--- config.mk ---
export PLATFORM = sky130hd
export DESIGN_NAME = grp_port
export DESIGN_NICKNAME = d
export VERILOG_FILES = /design/src/hw/grp_pkg.sv /design/src/hw/grp_port.sv
export SDC_FILE = /design/constraint.sdc
export NUM_CORES = 1
export LEC_CHECK = 0
export BUFFER_PORTS_ARGS = -buffer_cell sky130_fd_sc_hd__buf_4
export CAP_MARGIN = 20
export CORE_MARGIN = 5
export CORE_UTILIZATION = 50
export CTS_CLUSTER_DIAMETER = 40
export DETAILED_ROUTE_END_ITERATION = 6
export PLACE_DENSITY = 0.72
export SLEW_MARGIN = 40
export SYNTH_ARGS = -nofsm -noshare
export SYNTH_HDL_FRONTEND = slang
export SYNTH_SLANG_ARGS = --single-unit
export TNS_END_PERCENT = 5
--- constraint.sdc ---
create_clock -name i_clk_sys -period 6.9 [get_ports i_clk_sys]
set_clock_uncertainty 0.15 [all_clocks]
set_input_delay 1.38 -clock i_clk_sys [delete_from_list [all_inputs] [get_ports i_clk_sys]]
set_output_delay 1.38 -clock i_clk_sys [all_outputs]
set_load 0.005 [all_outputs]
--- src/hw/grp_pkg.sv ---
// constants for the gpio / respiration / pace port block
// assumes a 100 MHz system clock and an apb register bus
package grp_pkg;
    localparam int unsigned CLK_HZ          = 100_000_000;
    // register byte offsets
    localparam logic [7:0]  OFS_GPIO        = 8'h00;
    localparam logic [7:0]  OFS_PACE        = 8'h04;
    localparam logic [7:0]  OFS_RESPIRATION_CONTROL_REG        = 8'h08;
    localparam logic [7:0]  OFS_CFG4        = 8'h0C;
    localparam logic [7:0]  OFS_STAT        = 8'h10;
    // gpio register fields: direction [3:0] (1 = input), level [7:4]
    localparam int unsigned GPIO_DIR_LSB    = 0;
    localparam int unsigned GPIO_LVL_LSB    = 4;
    localparam logic [3:0]  GPIO_DIR_RST    = 4'hF;
    // pace register fields
    localparam int unsigned PACE_PD_BIT     = 0;
    localparam int unsigned PACE_ODD_LSB    = 1;
    localparam int unsigned PACE_EVEN_LSB   = 3;
    // respiration control register fields
    localparam int unsigned RESPIRATION_CONTROL_REG_MODE_LSB   = 0;
    localparam int unsigned DEMOD_PHASE_FIELD_LSB     = 2;
    localparam int unsigned RESPIRATION_CONTROL_REG_DEMOD_BIT  = 5;
    localparam int unsigned RESPIRATION_CONTROL_REG_MOD_BIT    = 6;
    // config register four: modulation rate field [7:5]
    localparam int unsigned CFG4_RATE_LSB   = 5;
    localparam logic [2:0]  RATE_64K        = 3'h0;
    localparam logic [2:0]  RATE_32K        = 3'h1;
    // respiration modes
    localparam logic [1:0]  MODE_OFF        = 2'h0;
    localparam logic [1:0]  MODE_EXT        = 2'h1;
    localparam logic [1:0]  MODE_INT        = 2'h2;
    localparam logic [1:0]  MODE_USER       = 2'h3;
    // modulation nco: 32-bit accumulator, step for 64 kHz
    localparam longint unsigned MOD_HZ      = 64_000;
    localparam logic [31:0] NCO_STEP_64K    = 32'((MOD_HZ * 64'h1_0000_0000) / CLK_HZ);
    // one phase step is 22.5 degrees, 1/16 of a turn
    localparam logic [31:0] PHASE_STEP      = 32'h1000_0000;
    // pin snapshot lead ahead of conversion-done falling edge
    localparam int unsigned SNAP_LEAD_CYC   = 2;
    // oscillator and reference wake time after powerdown release
    localparam int unsigned WAKE_TIME_NS    = 100_000;
    localparam int unsigned WAKE_CYC        = (WAKE_TIME_NS * (CLK_HZ / 1_000_000)) / 1000;
endpackage : grp_pkg

--- src/hw/grp_port.sv ---
// gpio port with respiration clock generation and pace control, apb slave
// assumes synchronous pins, one 100 MHz clock, a conversion strobe from the adc core
//
// Function
// RULE1 - pin levels latched two clocks before conversion-done falls
// RULE2 - pace select bits 4..1 route one odd and one even channel
// RULE3 - pace powerdown bit turns both pace amplifiers off
// RULE4 - pace amplifier outputs share the positive and negative test pins
// RULE5 - two-bit respiration field picks off, external, internal or user mode
// RULE6 - base variants accept only off and external respiration modes
// RULE7 - host must not pick user mode while internal oscillator selected
// RULE8 - external mode forces gpio2..4 to outputs, overriding general use
// RULE9 - external mode drives modulation gpio3, demodulation gpio4, xor gpio2
// RULE10 - rate field selects 64 or 32 kHz; other codes give squares only
// RULE11 - phase field sets demodulation lag 22.5 to 157.5 degrees
// RULE12 - internal mode: enable bits gate modulator and demodulator; gpio stays free
// RULE13 - internal mode reserves channel 1 for respiration, no ecg data
// RULE14 - user mode forces gpio2..4 to inputs carrying blocking, mod, demod
// RULE15 - each gpio pin has its own direction bit
// RULE16 - reading level bits returns real pin levels
// RULE17 - level write sets output pins only, ignored for input pins
// RULE18 - all gpio pins are inputs after reset
// RULE19 - outside party drives every input pin, never floating
// RULE20 - powerdown pin low stops everything; rise resumes after wake time
// RULE21 - outside party should stop the master clock during powerdown
// RULE22 - clock select pin: low external clock, high internal oscillator
// RULE23 - external mode with other rate codes holds gpio2 low
`timescale 1ns/100ps
module grp_port #(
    parameter bit          HAS_RESPIRATION_CONTROL_REG_INT = 1'b1,
    parameter int unsigned WAKE_CYCLES  = grp_pkg::WAKE_CYC
) (
    // clock and reset
    input  wire logic        i_clk_sys,
    input  wire logic        i_rst_n,
    // apb slave
    input  wire logic        i_psel,
    input  wire logic        i_penable,
    input  wire logic        i_pwrite,
    input  wire logic [7:0]  i_paddr,
    input  wire logic [31:0] i_pwdata,
    output logic      [31:0] o_prdata,
    output logic             o_pready,
    output logic             o_pslverr,
    // gpio pins, index 0 is gpio1
    input  wire logic [3:0]  i_gpio,
    output logic      [3:0]  o_gpio,
    output logic      [3:0]  o_gpio_oe,
    // device pins
    input  wire logic        i_clock_source_select_pin,
    input  wire logic        i_powerdown_n_pin,
    // conversion timing
    input  wire logic        i_conv_strobe,
    output logic             o_conversion_done_n,
    output logic      [3:0]  o_gpio_sample,
    // pace path control
    output logic      [1:0]  o_pace_odd_sel,
    output logic      [1:0]  o_pace_even_sel,
    output logic             o_pace_amp_on,
    output logic             o_test_pins_pace,
    // respiration control
    output logic             o_modulator_on,
    output logic             o_demodulator_on,
    output logic             o_modulation_out_pos,
    output logic             o_modulation_out_neg,
    output logic             o_demod_clk,
    output logic             o_blocking_signal,
    output logic             o_ch1_respiration_control_reg_only,
    // core power and clock
    output logic             o_core_on,
    output logic             o_use_internal_osc
);
    // register state
    logic [3:0]  dir_reg;
    logic [3:0]  lvl_reg;
    logic [4:0]  pace_reg;
    logic [6:0]  respiration_control_reg_reg;
    logic [2:0]  rate_reg;
    logic [31:0] nco_reg;
    logic [1:0]  snap_cnt_reg;
    logic [31:0] wake_cnt_reg;
    logic        awake_reg;
    logic        pd_prev_reg;

    // apb decode
    wire         setup_ph  = i_psel & ~i_penable;
    wire         acc_done  = i_psel & i_penable & o_pready;
    wire         wr_en     = acc_done & i_pwrite;
    wire         hit_gpio  = i_paddr == grp_pkg::OFS_GPIO;
    wire         hit_pace  = i_paddr == grp_pkg::OFS_PACE;
    wire         hit_respiration_control_reg  = i_paddr == grp_pkg::OFS_RESPIRATION_CONTROL_REG;
    wire         hit_cfg4  = i_paddr == grp_pkg::OFS_CFG4;
    wire         hit_stat  = i_paddr == grp_pkg::OFS_STAT;
    wire         mapped    = hit_gpio | hit_pace | hit_respiration_control_reg | hit_cfg4 | hit_stat;

    // effective respiration mode; internal modes absent on base variant
    wire [1:0]   mode_raw  = respiration_control_reg_reg[grp_pkg::RESPIRATION_CONTROL_REG_MODE_LSB +: 2];
    wire [1:0]   mode      = (!HAS_RESPIRATION_CONTROL_REG_INT && mode_raw[1]) ? grp_pkg::MODE_OFF
                                                            : mode_raw; // RULE6 RULE5
    wire         m_ext     = awake_reg & (mode == grp_pkg::MODE_EXT);
    wire         m_int     = awake_reg & (mode == grp_pkg::MODE_INT);
    wire         m_user    = awake_reg & (mode == grp_pkg::MODE_USER);
    // host misuse flag, reported rather than blocked
    wire         bad_user  = m_user & i_clock_source_select_pin; // RULE7

    // nco: slower codes halve the step; xor only trusted at 64/32 kHz
    wire [31:0]  nco_step  = grp_pkg::NCO_STEP_64K >> rate_reg; // RULE10
    wire         rate_ok   = (rate_reg == grp_pkg::RATE_64K)
                           | (rate_reg == grp_pkg::RATE_32K); // RULE10
    wire [2:0]   ph_code   = respiration_control_reg_reg[grp_pkg::DEMOD_PHASE_FIELD_LSB +: 3];
    wire [2:0]   ph_clip   = (ph_code == 3'h7) ? 3'h6 : ph_code;
    wire [31:0]  ph_ofs    = grp_pkg::PHASE_STEP * 32'(ph_clip + 3'h1); // RULE11
    wire [31:0]  demod_acc = nco_reg - ph_ofs; // RULE11
    wire         mod_wave  = nco_reg[31];
    wire         dem_wave  = demod_acc[31];
    wire         run_nco   = m_ext | m_int;

    // gpio pin control
    wire [3:0]   force_out = {m_ext, m_ext, m_ext, 1'b0}; // RULE8
    wire [3:0]   force_in  = {m_user, m_user, m_user, 1'b0}; // RULE14
    wire [3:0]   gen_oe    = ~dir_reg & {4{awake_reg}}; // RULE15
    wire [3:0]   oe_next   = (gen_oe | force_out) & ~force_in; // RULE8 RULE14
    wire         xor_pin   = rate_ok & (mod_wave ^ dem_wave); // RULE9 RULE23
    wire [3:0]   out_next  = m_ext ? {dem_wave, mod_wave, xor_pin, lvl_reg[0]}
                                   : lvl_reg; // RULE9
    // level write lands only on output pins
    wire [3:0]   lvl_wr    = i_pwdata[grp_pkg::GPIO_LVL_LSB +: 4];
    wire [3:0]   dir_wr    = i_pwdata[grp_pkg::GPIO_DIR_LSB +: 4];
    wire [3:0]   lvl_next  = (lvl_wr & ~dir_reg) | (lvl_reg & dir_reg); // RULE17

    // read mux; gpio level field shows the pins, not the latch
    wire [31:0]  rd_gpio   = {24'h0, i_gpio, dir_reg}; // RULE16
    wire [31:0]  rd_stat   = {25'h0, bad_user, i_clock_source_select_pin,
                              awake_reg, o_gpio_sample[3:1], 1'b0};
    wire [31:0]  rd_next   = hit_gpio ? rd_gpio
                           : hit_pace ? {27'h0, pace_reg}
                           : hit_respiration_control_reg ? {25'h0, respiration_control_reg_reg}
                           : hit_cfg4 ? {24'h0, rate_reg, 5'h0}
                           : hit_stat ? rd_stat
                           : 32'h0;

    // conversion-done timing
    wire         snap_now  = i_conv_strobe & awake_reg;
    wire         conversion_done_n_fall = snap_cnt_reg == 2'h1;

    // powerdown and wake
    wire         pd_rise   = i_powerdown_n_pin & ~pd_prev_reg;

    // apb response
    always_ff @(posedge i_clk_sys) begin
        if (!i_rst_n) begin
            o_pready  <= 1'b0;
            o_pslverr <= 1'b0;
            o_prdata  <= 32'h0;
        end else begin
            o_pready  <= setup_ph;
            o_pslverr <= setup_ph & ~mapped;
            o_prdata  <= setup_ph ? rd_next : o_prdata;
        end
    end

    // software registers
    always_ff @(posedge i_clk_sys) begin
        if (!i_rst_n) begin
            dir_reg  <= grp_pkg::GPIO_DIR_RST; // RULE18
            lvl_reg  <= 4'h0;
            pace_reg <= 5'h0;
            respiration_control_reg_reg <= 7'h0;
            rate_reg <= grp_pkg::RATE_64K;
        end else if (wr_en) begin
            if (hit_gpio) begin
                dir_reg <= dir_wr; // RULE15
                lvl_reg <= lvl_next; // RULE17
            end
            if (hit_pace) begin
                pace_reg <= i_pwdata[4:0];
            end
            if (hit_respiration_control_reg) begin
                respiration_control_reg_reg <= i_pwdata[6:0];
            end
            if (hit_cfg4) begin
                rate_reg <= i_pwdata[grp_pkg::CFG4_RATE_LSB +: 3];
            end
        end
    end

    // modulation nco, cleared to zero outside the generating modes
    always_ff @(posedge i_clk_sys) begin
        if (!i_rst_n) begin
            nco_reg <= 32'h0;
        end else begin
            nco_reg <= run_nco ? nco_reg + nco_step : 32'h0;
        end
    end

    // pins and respiration outputs
    always_ff @(posedge i_clk_sys) begin
        if (!i_rst_n) begin
            o_gpio_oe            <= 4'h0; // RULE18
            o_gpio               <= 4'h0;
            o_modulator_on       <= 1'b0;
            o_demodulator_on     <= 1'b0;
            o_modulation_out_pos <= 1'b0;
            o_modulation_out_neg <= 1'b0;
            o_demod_clk          <= 1'b0;
            o_blocking_signal    <= 1'b0;
            o_ch1_respiration_control_reg_only      <= 1'b0;
        end else begin
            o_gpio_oe            <= oe_next;
            o_gpio               <= out_next;
            o_modulator_on       <= m_int & respiration_control_reg_reg[grp_pkg::RESPIRATION_CONTROL_REG_MOD_BIT]; // RULE12
            o_demodulator_on     <= m_int & respiration_control_reg_reg[grp_pkg::RESPIRATION_CONTROL_REG_DEMOD_BIT]; // RULE12
            o_modulation_out_pos <= m_int & respiration_control_reg_reg[grp_pkg::RESPIRATION_CONTROL_REG_MOD_BIT] & mod_wave;
            o_modulation_out_neg <= m_int & respiration_control_reg_reg[grp_pkg::RESPIRATION_CONTROL_REG_MOD_BIT] & ~mod_wave;
            // user mode takes blocking from gpio2 and demod from gpio4; gpio3 is not used
            o_demod_clk          <= m_user ? i_gpio[3]
                                  : (m_int & respiration_control_reg_reg[grp_pkg::RESPIRATION_CONTROL_REG_DEMOD_BIT] & dem_wave);
            o_blocking_signal    <= m_user & i_gpio[1]; // RULE14
            o_ch1_respiration_control_reg_only      <= m_int; // RULE13
        end
    end

    // pace amplifiers share the test pins; off in powerdown too
    always_ff @(posedge i_clk_sys) begin
        if (!i_rst_n) begin
            o_pace_odd_sel     <= 2'h0;
            o_pace_even_sel    <= 2'h0;
            o_pace_amp_on      <= 1'b0;
            o_test_pins_pace   <= 1'b0;
            o_use_internal_osc <= 1'b0;
        end else begin
            o_pace_odd_sel     <= pace_reg[grp_pkg::PACE_ODD_LSB +: 2]; // RULE2
            o_pace_even_sel    <= pace_reg[grp_pkg::PACE_EVEN_LSB +: 2]; // RULE2
            o_pace_amp_on      <= awake_reg & ~pace_reg[grp_pkg::PACE_PD_BIT]; // RULE3
            o_test_pins_pace   <= awake_reg & ~pace_reg[grp_pkg::PACE_PD_BIT]; // RULE4
            o_use_internal_osc <= i_clock_source_select_pin; // RULE22
        end
    end

    // pin snapshot then conversion-done falls after the lead time
    always_ff @(posedge i_clk_sys) begin
        if (!i_rst_n) begin
            snap_cnt_reg        <= 2'h0;
            o_gpio_sample       <= 4'h0;
            o_conversion_done_n <= 1'b1;
        end else begin
            if (snap_now) begin
                snap_cnt_reg  <= 2'(grp_pkg::SNAP_LEAD_CYC); // RULE1
                o_gpio_sample <= i_gpio; // RULE1
            end else if (snap_cnt_reg != 2'h0) begin
                snap_cnt_reg  <= snap_cnt_reg - 2'h1;
            end
            // high again at the next strobe, low once the lead expires
            if (snap_now || !awake_reg) begin
                o_conversion_done_n <= 1'b1;
            end else if (conversion_done_n_fall) begin
                o_conversion_done_n <= 1'b0; // RULE1
            end
        end
    end

    // powerdown: everything off while low, wake delay after release
    always_ff @(posedge i_clk_sys) begin
        if (!i_rst_n) begin
            pd_prev_reg  <= 1'b0;
            wake_cnt_reg <= 32'h0;
            awake_reg    <= 1'b0;
            o_core_on    <= 1'b0;
        end else begin
            pd_prev_reg <= i_powerdown_n_pin;
            if (!i_powerdown_n_pin) begin
                awake_reg    <= 1'b0; // RULE20
                wake_cnt_reg <= 32'h0;
            end else if (pd_rise) begin
                wake_cnt_reg <= 32'(WAKE_CYCLES); // RULE20
            end else if (wake_cnt_reg > 32'h1) begin
                wake_cnt_reg <= wake_cnt_reg - 32'h1;
            end else if (!awake_reg) begin
                awake_reg    <= 1'b1; // RULE20
                wake_cnt_reg <= 32'h0;
            end
            o_core_on <= awake_reg & i_powerdown_n_pin;
        end
    end
endmodule : grp_port

* After elaboration in Yosys (flattened, before gate mapping) *
Index checks and enable logic that the tools add are counted.

operators by class
  $add $sub $neg = 5
  bitwise logic cells = 44
  order comparisons = 1
  reduce and logical (&&, ||, !) cells = 16
  multiplexer cells = 13
  shift-type cells = 1
  eq/ne operators = 12

operator list
  operator               number
  $mux 32                2
  $add 32x32->32         1
  $gt 32x1->1 const B    1
  $mux 8                 4
  $shr 22x3->32 const A  1
  $sub 32x1->32 const B  1
  $sub 32x32->32         1
  $and 1x1->1            20
  $and 4x4->4            4
  $eq 8x4->1 const B     2
  $mux 14                1
  $reduce_and 2->1       7
  $not 1->1              9
  $eq 8x3->1 const B     1
  $eq 8x5->1 const B     1
  $logic_not 8->1        1
  $not 4->4              2
  $or 4x4->4             2
  $mux 7                 1
  $or 1x1->1             6
  $add 3x1->4 const B    1
  $eq 2x1->1 const B     2
  $eq 2x2->1 const B     2
  $mux 2                 2
  15 further kinds       17

storage, ports and cells
  output and inout port bits = 62
  word-level logic and storage cells = 123
  register bits = 152
  bits of input ports = 52

* Depth between registers and ports, before layout *
  depth after elaboration = 8
  depth in mapped cells = 13
  depth with buffers taken out = 13

* Worst setup path after synthesis *
No wires, ideal clock.

  kind = reg2reg
  start = register rate_reg[2]
  end = register nco_reg[26]
  path buffers = 2
  required time = 6.676 ns
  arrival = 3.176 ns
  period minus slack after synthesis = 3.400 ns
  slack = 3.500 ns
  library setup time = 0.074 ns
  cell stages (with the launch flop) = 13
  cell sequence = dfxtp_1 -> clkbuf_1 -> buf_1 -> mux2i_1 -> ha_1 -> inv_1 -> fa_1 -> nor2b_1 -> o211ai_1 -> a211o_1 -> a211o_1 -> a2111o_1 -> o21ai_0

on the way
  longest elaborated chain between the ends = 2

ends and longest elaborated chain
  item                    RTL line         RTL
  from (decl)             grp_port.sv:78   logic [2:0] rate_reg;
  from (signal assigned)  grp_port.sv:169  rate_reg <= grp_pkg::RATE_64K;
  from (signal assigned)  grp_port.sv:182  rate_reg <= i_pwdata[grp_pkg::CFG4_RATE_LSB +: 3];
  $shr 22x3->32           grp_port.sv:107  wire [31:0] nco_step = grp_pkg::NCO_STEP_64K >> rate_reg;
  $add 32x32->32          grp_port.sv:192  nco_reg <= run_nco ? nco_reg + nco_step : 32'h0;
  to (signal assigned)    grp_port.sv:192
  to (decl)               grp_port.sv:79   logic [31:0] nco_reg;

No other way between the ends.
A chain may end at the register's enable or synchronous reset.

* Final worst setup path *
  start = register rate_reg[0]
  end = register nco_reg[30]

The elaborated chain is that of the path after synthesis.

==> summary.md <==
| Metric | Value |
|---|---|
| Clk sinks | 128 |
| Post-synth EDFFs | 0 |
| Setup-failing EPs final | 0 |
| CTS tree | built |
| Total routed wirelength | 15.7 mm |
| Drt via density | 5.51 |
| Worst-path clk slew | 0.06 ns |
| Async S/R FF share, synth | 0 |
| CTS H-Tree Depth | 4 |
| Post-route ant nets | 0 |
| DR top layer | met4 |
| Area of the multi-input gates | 0.00398 sq mm |
| Cell count after synthesis | 810 |
| Synth Register Bits | 128 |
| Mapped cell area | 0.00685 sq mm |
| Worst path arrival time | 4.22 ns |
| Initial Utilization | 0.513 |
| Comb power frac | 0.072 |
| Worst slew pin tran | 0.811 ns |
| Die area | 0.0161 sq mm |
| Crit path kind | reg2reg |
| Setup TNS | 0 ns |
| Clock buffer depth | 2 |
| CP endpoint kind | register |
| Cts hold-fix bufs | 0 |
| RSZ-0062 raised after global routing | no |
| Clock Latency Late Sink | 0.42 ns |
| CTS-repair resized insts | 0 |
| I/O pin cnt | 114 |
| Final Instance Area | 0.00791 sq mm |
| Wire length on met2 | 7.27 mm |
| TritonCTS Buffers | 17 |
| Setup bufs post-CTS | 0 |
| Layout cells sized above 1 | 0.130 |
| Final net count | 946 |
| Worst hold-check path type | reg2reg |
| Area Overhead vs Synth | 15.5% |
| Total chip power | 1.73 mW |
| Status | finished, final reports clean |
| Pwr Density | 219 mW/mm^2 |
| Pre-CTS setup slack | 2.86 ns |
| Leakage power | 3.26 nW |
| Nature of the critical path startpoint | register |
| Core Box Area | 0.0133 sq mm |
| Worst hold slack | 0.295 ns |
| CP Max Fanout | 9 |
| Initial antenna violation count | 0 |
| Reg power frac | 0.436 |
| Vias in the first global route | 5462 |
| Routed len/inst | 15.0 um |
| Commonest cells after routing, fill and taps aside | 127 x dfxtp_1, 76 x nor2_1, 69 x nand2_1, 66 x buf_4, 49 x a21oi_1 |
| Antenna diodes | 0 |
| Worst R2R Path Depth | 13 |
| TritonRoute pass-1 iters | 5 |
| Metal3 WL | 742 um |
| Port buffer count | 65 |
| Yosys Warn Count | 0 |
| Via count | 5765 |
| Critical path required time | 7.09 ns |
| M1 WL | 7.56 mm |
| R2R Path End | nco_reg[30]$_SDFF_PN0_ |
| Final Worst Setup Slack | 2.87 ns |
| Fin crit period | 4.03 ns |
| Drt drc | 0 |
| Total grt overflow | 0 |
| Non-Filler Instances | 1047 |
| Achievable Freq | 0.248 GHz |
| Die X | 127 um |
| FF/Latch Area | 0.00256 sq mm |
| Power dissipated by switching net loads | 0.426 mW |
| Reg-to-reg startpoint | rate_reg[0]$_SDFFE_PN0P_ |
| DRT iter0 DRCs | 442 |
| R2R Setup Slk | 2.87 ns |
| Syn avg cell area | 8.45 sq um |
| Row cnt | 42 |
| Max-slew violation count | 0 |
| WHS Path Cells | 1 |
| Root Driver | clkbuf_16 |
| Final Wtd Congestion | 0.862 |
| Internal power | 1.30 mW |
| Synth Flop Type | dfxtp_1 |
| Pin count of the biggest net entering global routing | 52 |
| Placed inst area | 0.00734 sq mm |
| Clock Power Share | 0.492 |
| Commonest non-fill, non-tap cell in the layout | dfxtp_1 |
| Hold EP | o_gpio[0]$_SDFF_PN0_ |
| Placed insts | 1015 |
| Tcrit/Tclk final | 0.584 |
| Max Cap Viol | 0 |
| Post-synth cell types | 63 |
| Relative slew slack | 0.455 |
| Layout Utilization | 0.592 |
| Fin. Hold Viols | 0 |
| GRT Overall Usage | 0.198 |
| Post-DP HPWL | 11.3 mm |
| Sequential cell area fraction in the yosys report | 0.374 |
| Chip Height | 127 um |
| Fillers | 1194 |
| Net Sw Frac | 0.246 |
| Peak supply drop | 0.220 mV |
| First-pass GRT wire length | 26.3 mm |
[worst max path at each step]
stage | slack (ns) | depth (start not counted) | from | endpoint
after floorplan | 3.50 | 12 | rate_reg[2]$_SDFFE_PN0P_ | nco_reg[26]$_SDFF_PN0_
after detailed placement | 2.86 | 7 | i_paddr[1] | respiration_control_reg_reg[6]$_SDFFE_PN0P_
after CTS | 2.90 | 13 | rate_reg[0]$_SDFFE_PN0P_ | nco_reg[30]$_SDFF_PN0_
after global routing | 2.63 | 13 | rate_reg[0]$_SDFFE_PN0P_ | nco_reg[30]$_SDFF_PN0_
after global placement | 2.92 | 7 | i_paddr[1] | respiration_control_reg_reg[1]$_SDFFE_PN0P_
final | 2.87 | 13 | rate_reg[0]$_SDFFE_PN0P_ | nco_reg[30]$_SDFF_PN0_
[power groups by stage]
stage	Clock, mW	Combinational (mW)	Sequential, mW
after floorplan	0	0.0971	0.769
after global placement	0	0.121	0.770
after detailed placement	0	0.122	0.770
after CTS	0.866	0.123	0.754
after global routing	0.901	0.137	0.755
final	0.851	0.124	0.754
[cell families after synthesis]
family / share of synthesized area
buffers and inverters: 0.0599
AOI/OAI and AO/OA: 0.169
muxes: 0.0396
and+or+nand+nor: 0.241
xor gates and xnor gates: 0.0486
adders and majority gates: 0.0669
DFF: 0.374
other: 0.000548
[cell type report]
type	instances	share of cell area
clock buffer	19	0.0547
sequential	128	0.324
timing repair buffer	66	0.0627
inverter	23	0.0109
clock inverter	13	0.0165
multi-input combinational	622	0.503
tap	176	0.0278
[cells in the mapped netlist, types with 10 or more instances]
| cell | number | area (sq um) |
|---|---|---|
| ha_1 | 35 | 438 |
| nand4_1 | 15 | 93.8 |
| xor2_1 | 16 | 140 |
| nand2_1 | 70 | 263 |
| and3_1 | 10 | 62.6 |
| nor3_1 | 21 | 105 |
| nand3_1 | 45 | 225 |
| a21oi_1 | 49 | 245 |
| nor2b_1 | 16 | 100 |
| inv_1 | 23 | 86.3 |
| nor4_1 | 10 | 62.6 |
| dfxtp_1 | 128 | 2560 |
| or3_1 | 12 | 75.1 |
| xnor2_1 | 22 | 193 |
| mux2i_1 | 26 | 260 |
| o21a_1 | 10 | 75.1 |
| o21ai_0 | 33 | 165 |
| nor2_1 | 76 | 285 |
| buf_4 | 25 | 188 |
| a21boi_0 | 20 | 150 |
| clkbuf_1 | 26 | 97.6 |
| and2_1 | 13 | 81.3 |
[routing by layer]
metal	track usage	vias to the layer above
met1	0.270	2675
li1	-	2937
met4	0.0599	0
met5	0	-
met3	0.0526	17
met2	0.308	136
[critical path, cell delays in order (launching register included)]
cell and delay, ns:
dfxtp_1 0.56, inv_1 0.26, ha_1 0.39, inv_1 0.06, mux2i_1 0.15, ha_1 0.19, inv_1 0.06, fa_1 0.37
nor2b_1 0.22, o211ai_1 0.16, a211o_1 0.43, a211o_1 0.43, a2111o_1 0.42, o21ai_0 0.08
No activity file was read; power rests on OpenSTA's default activity.
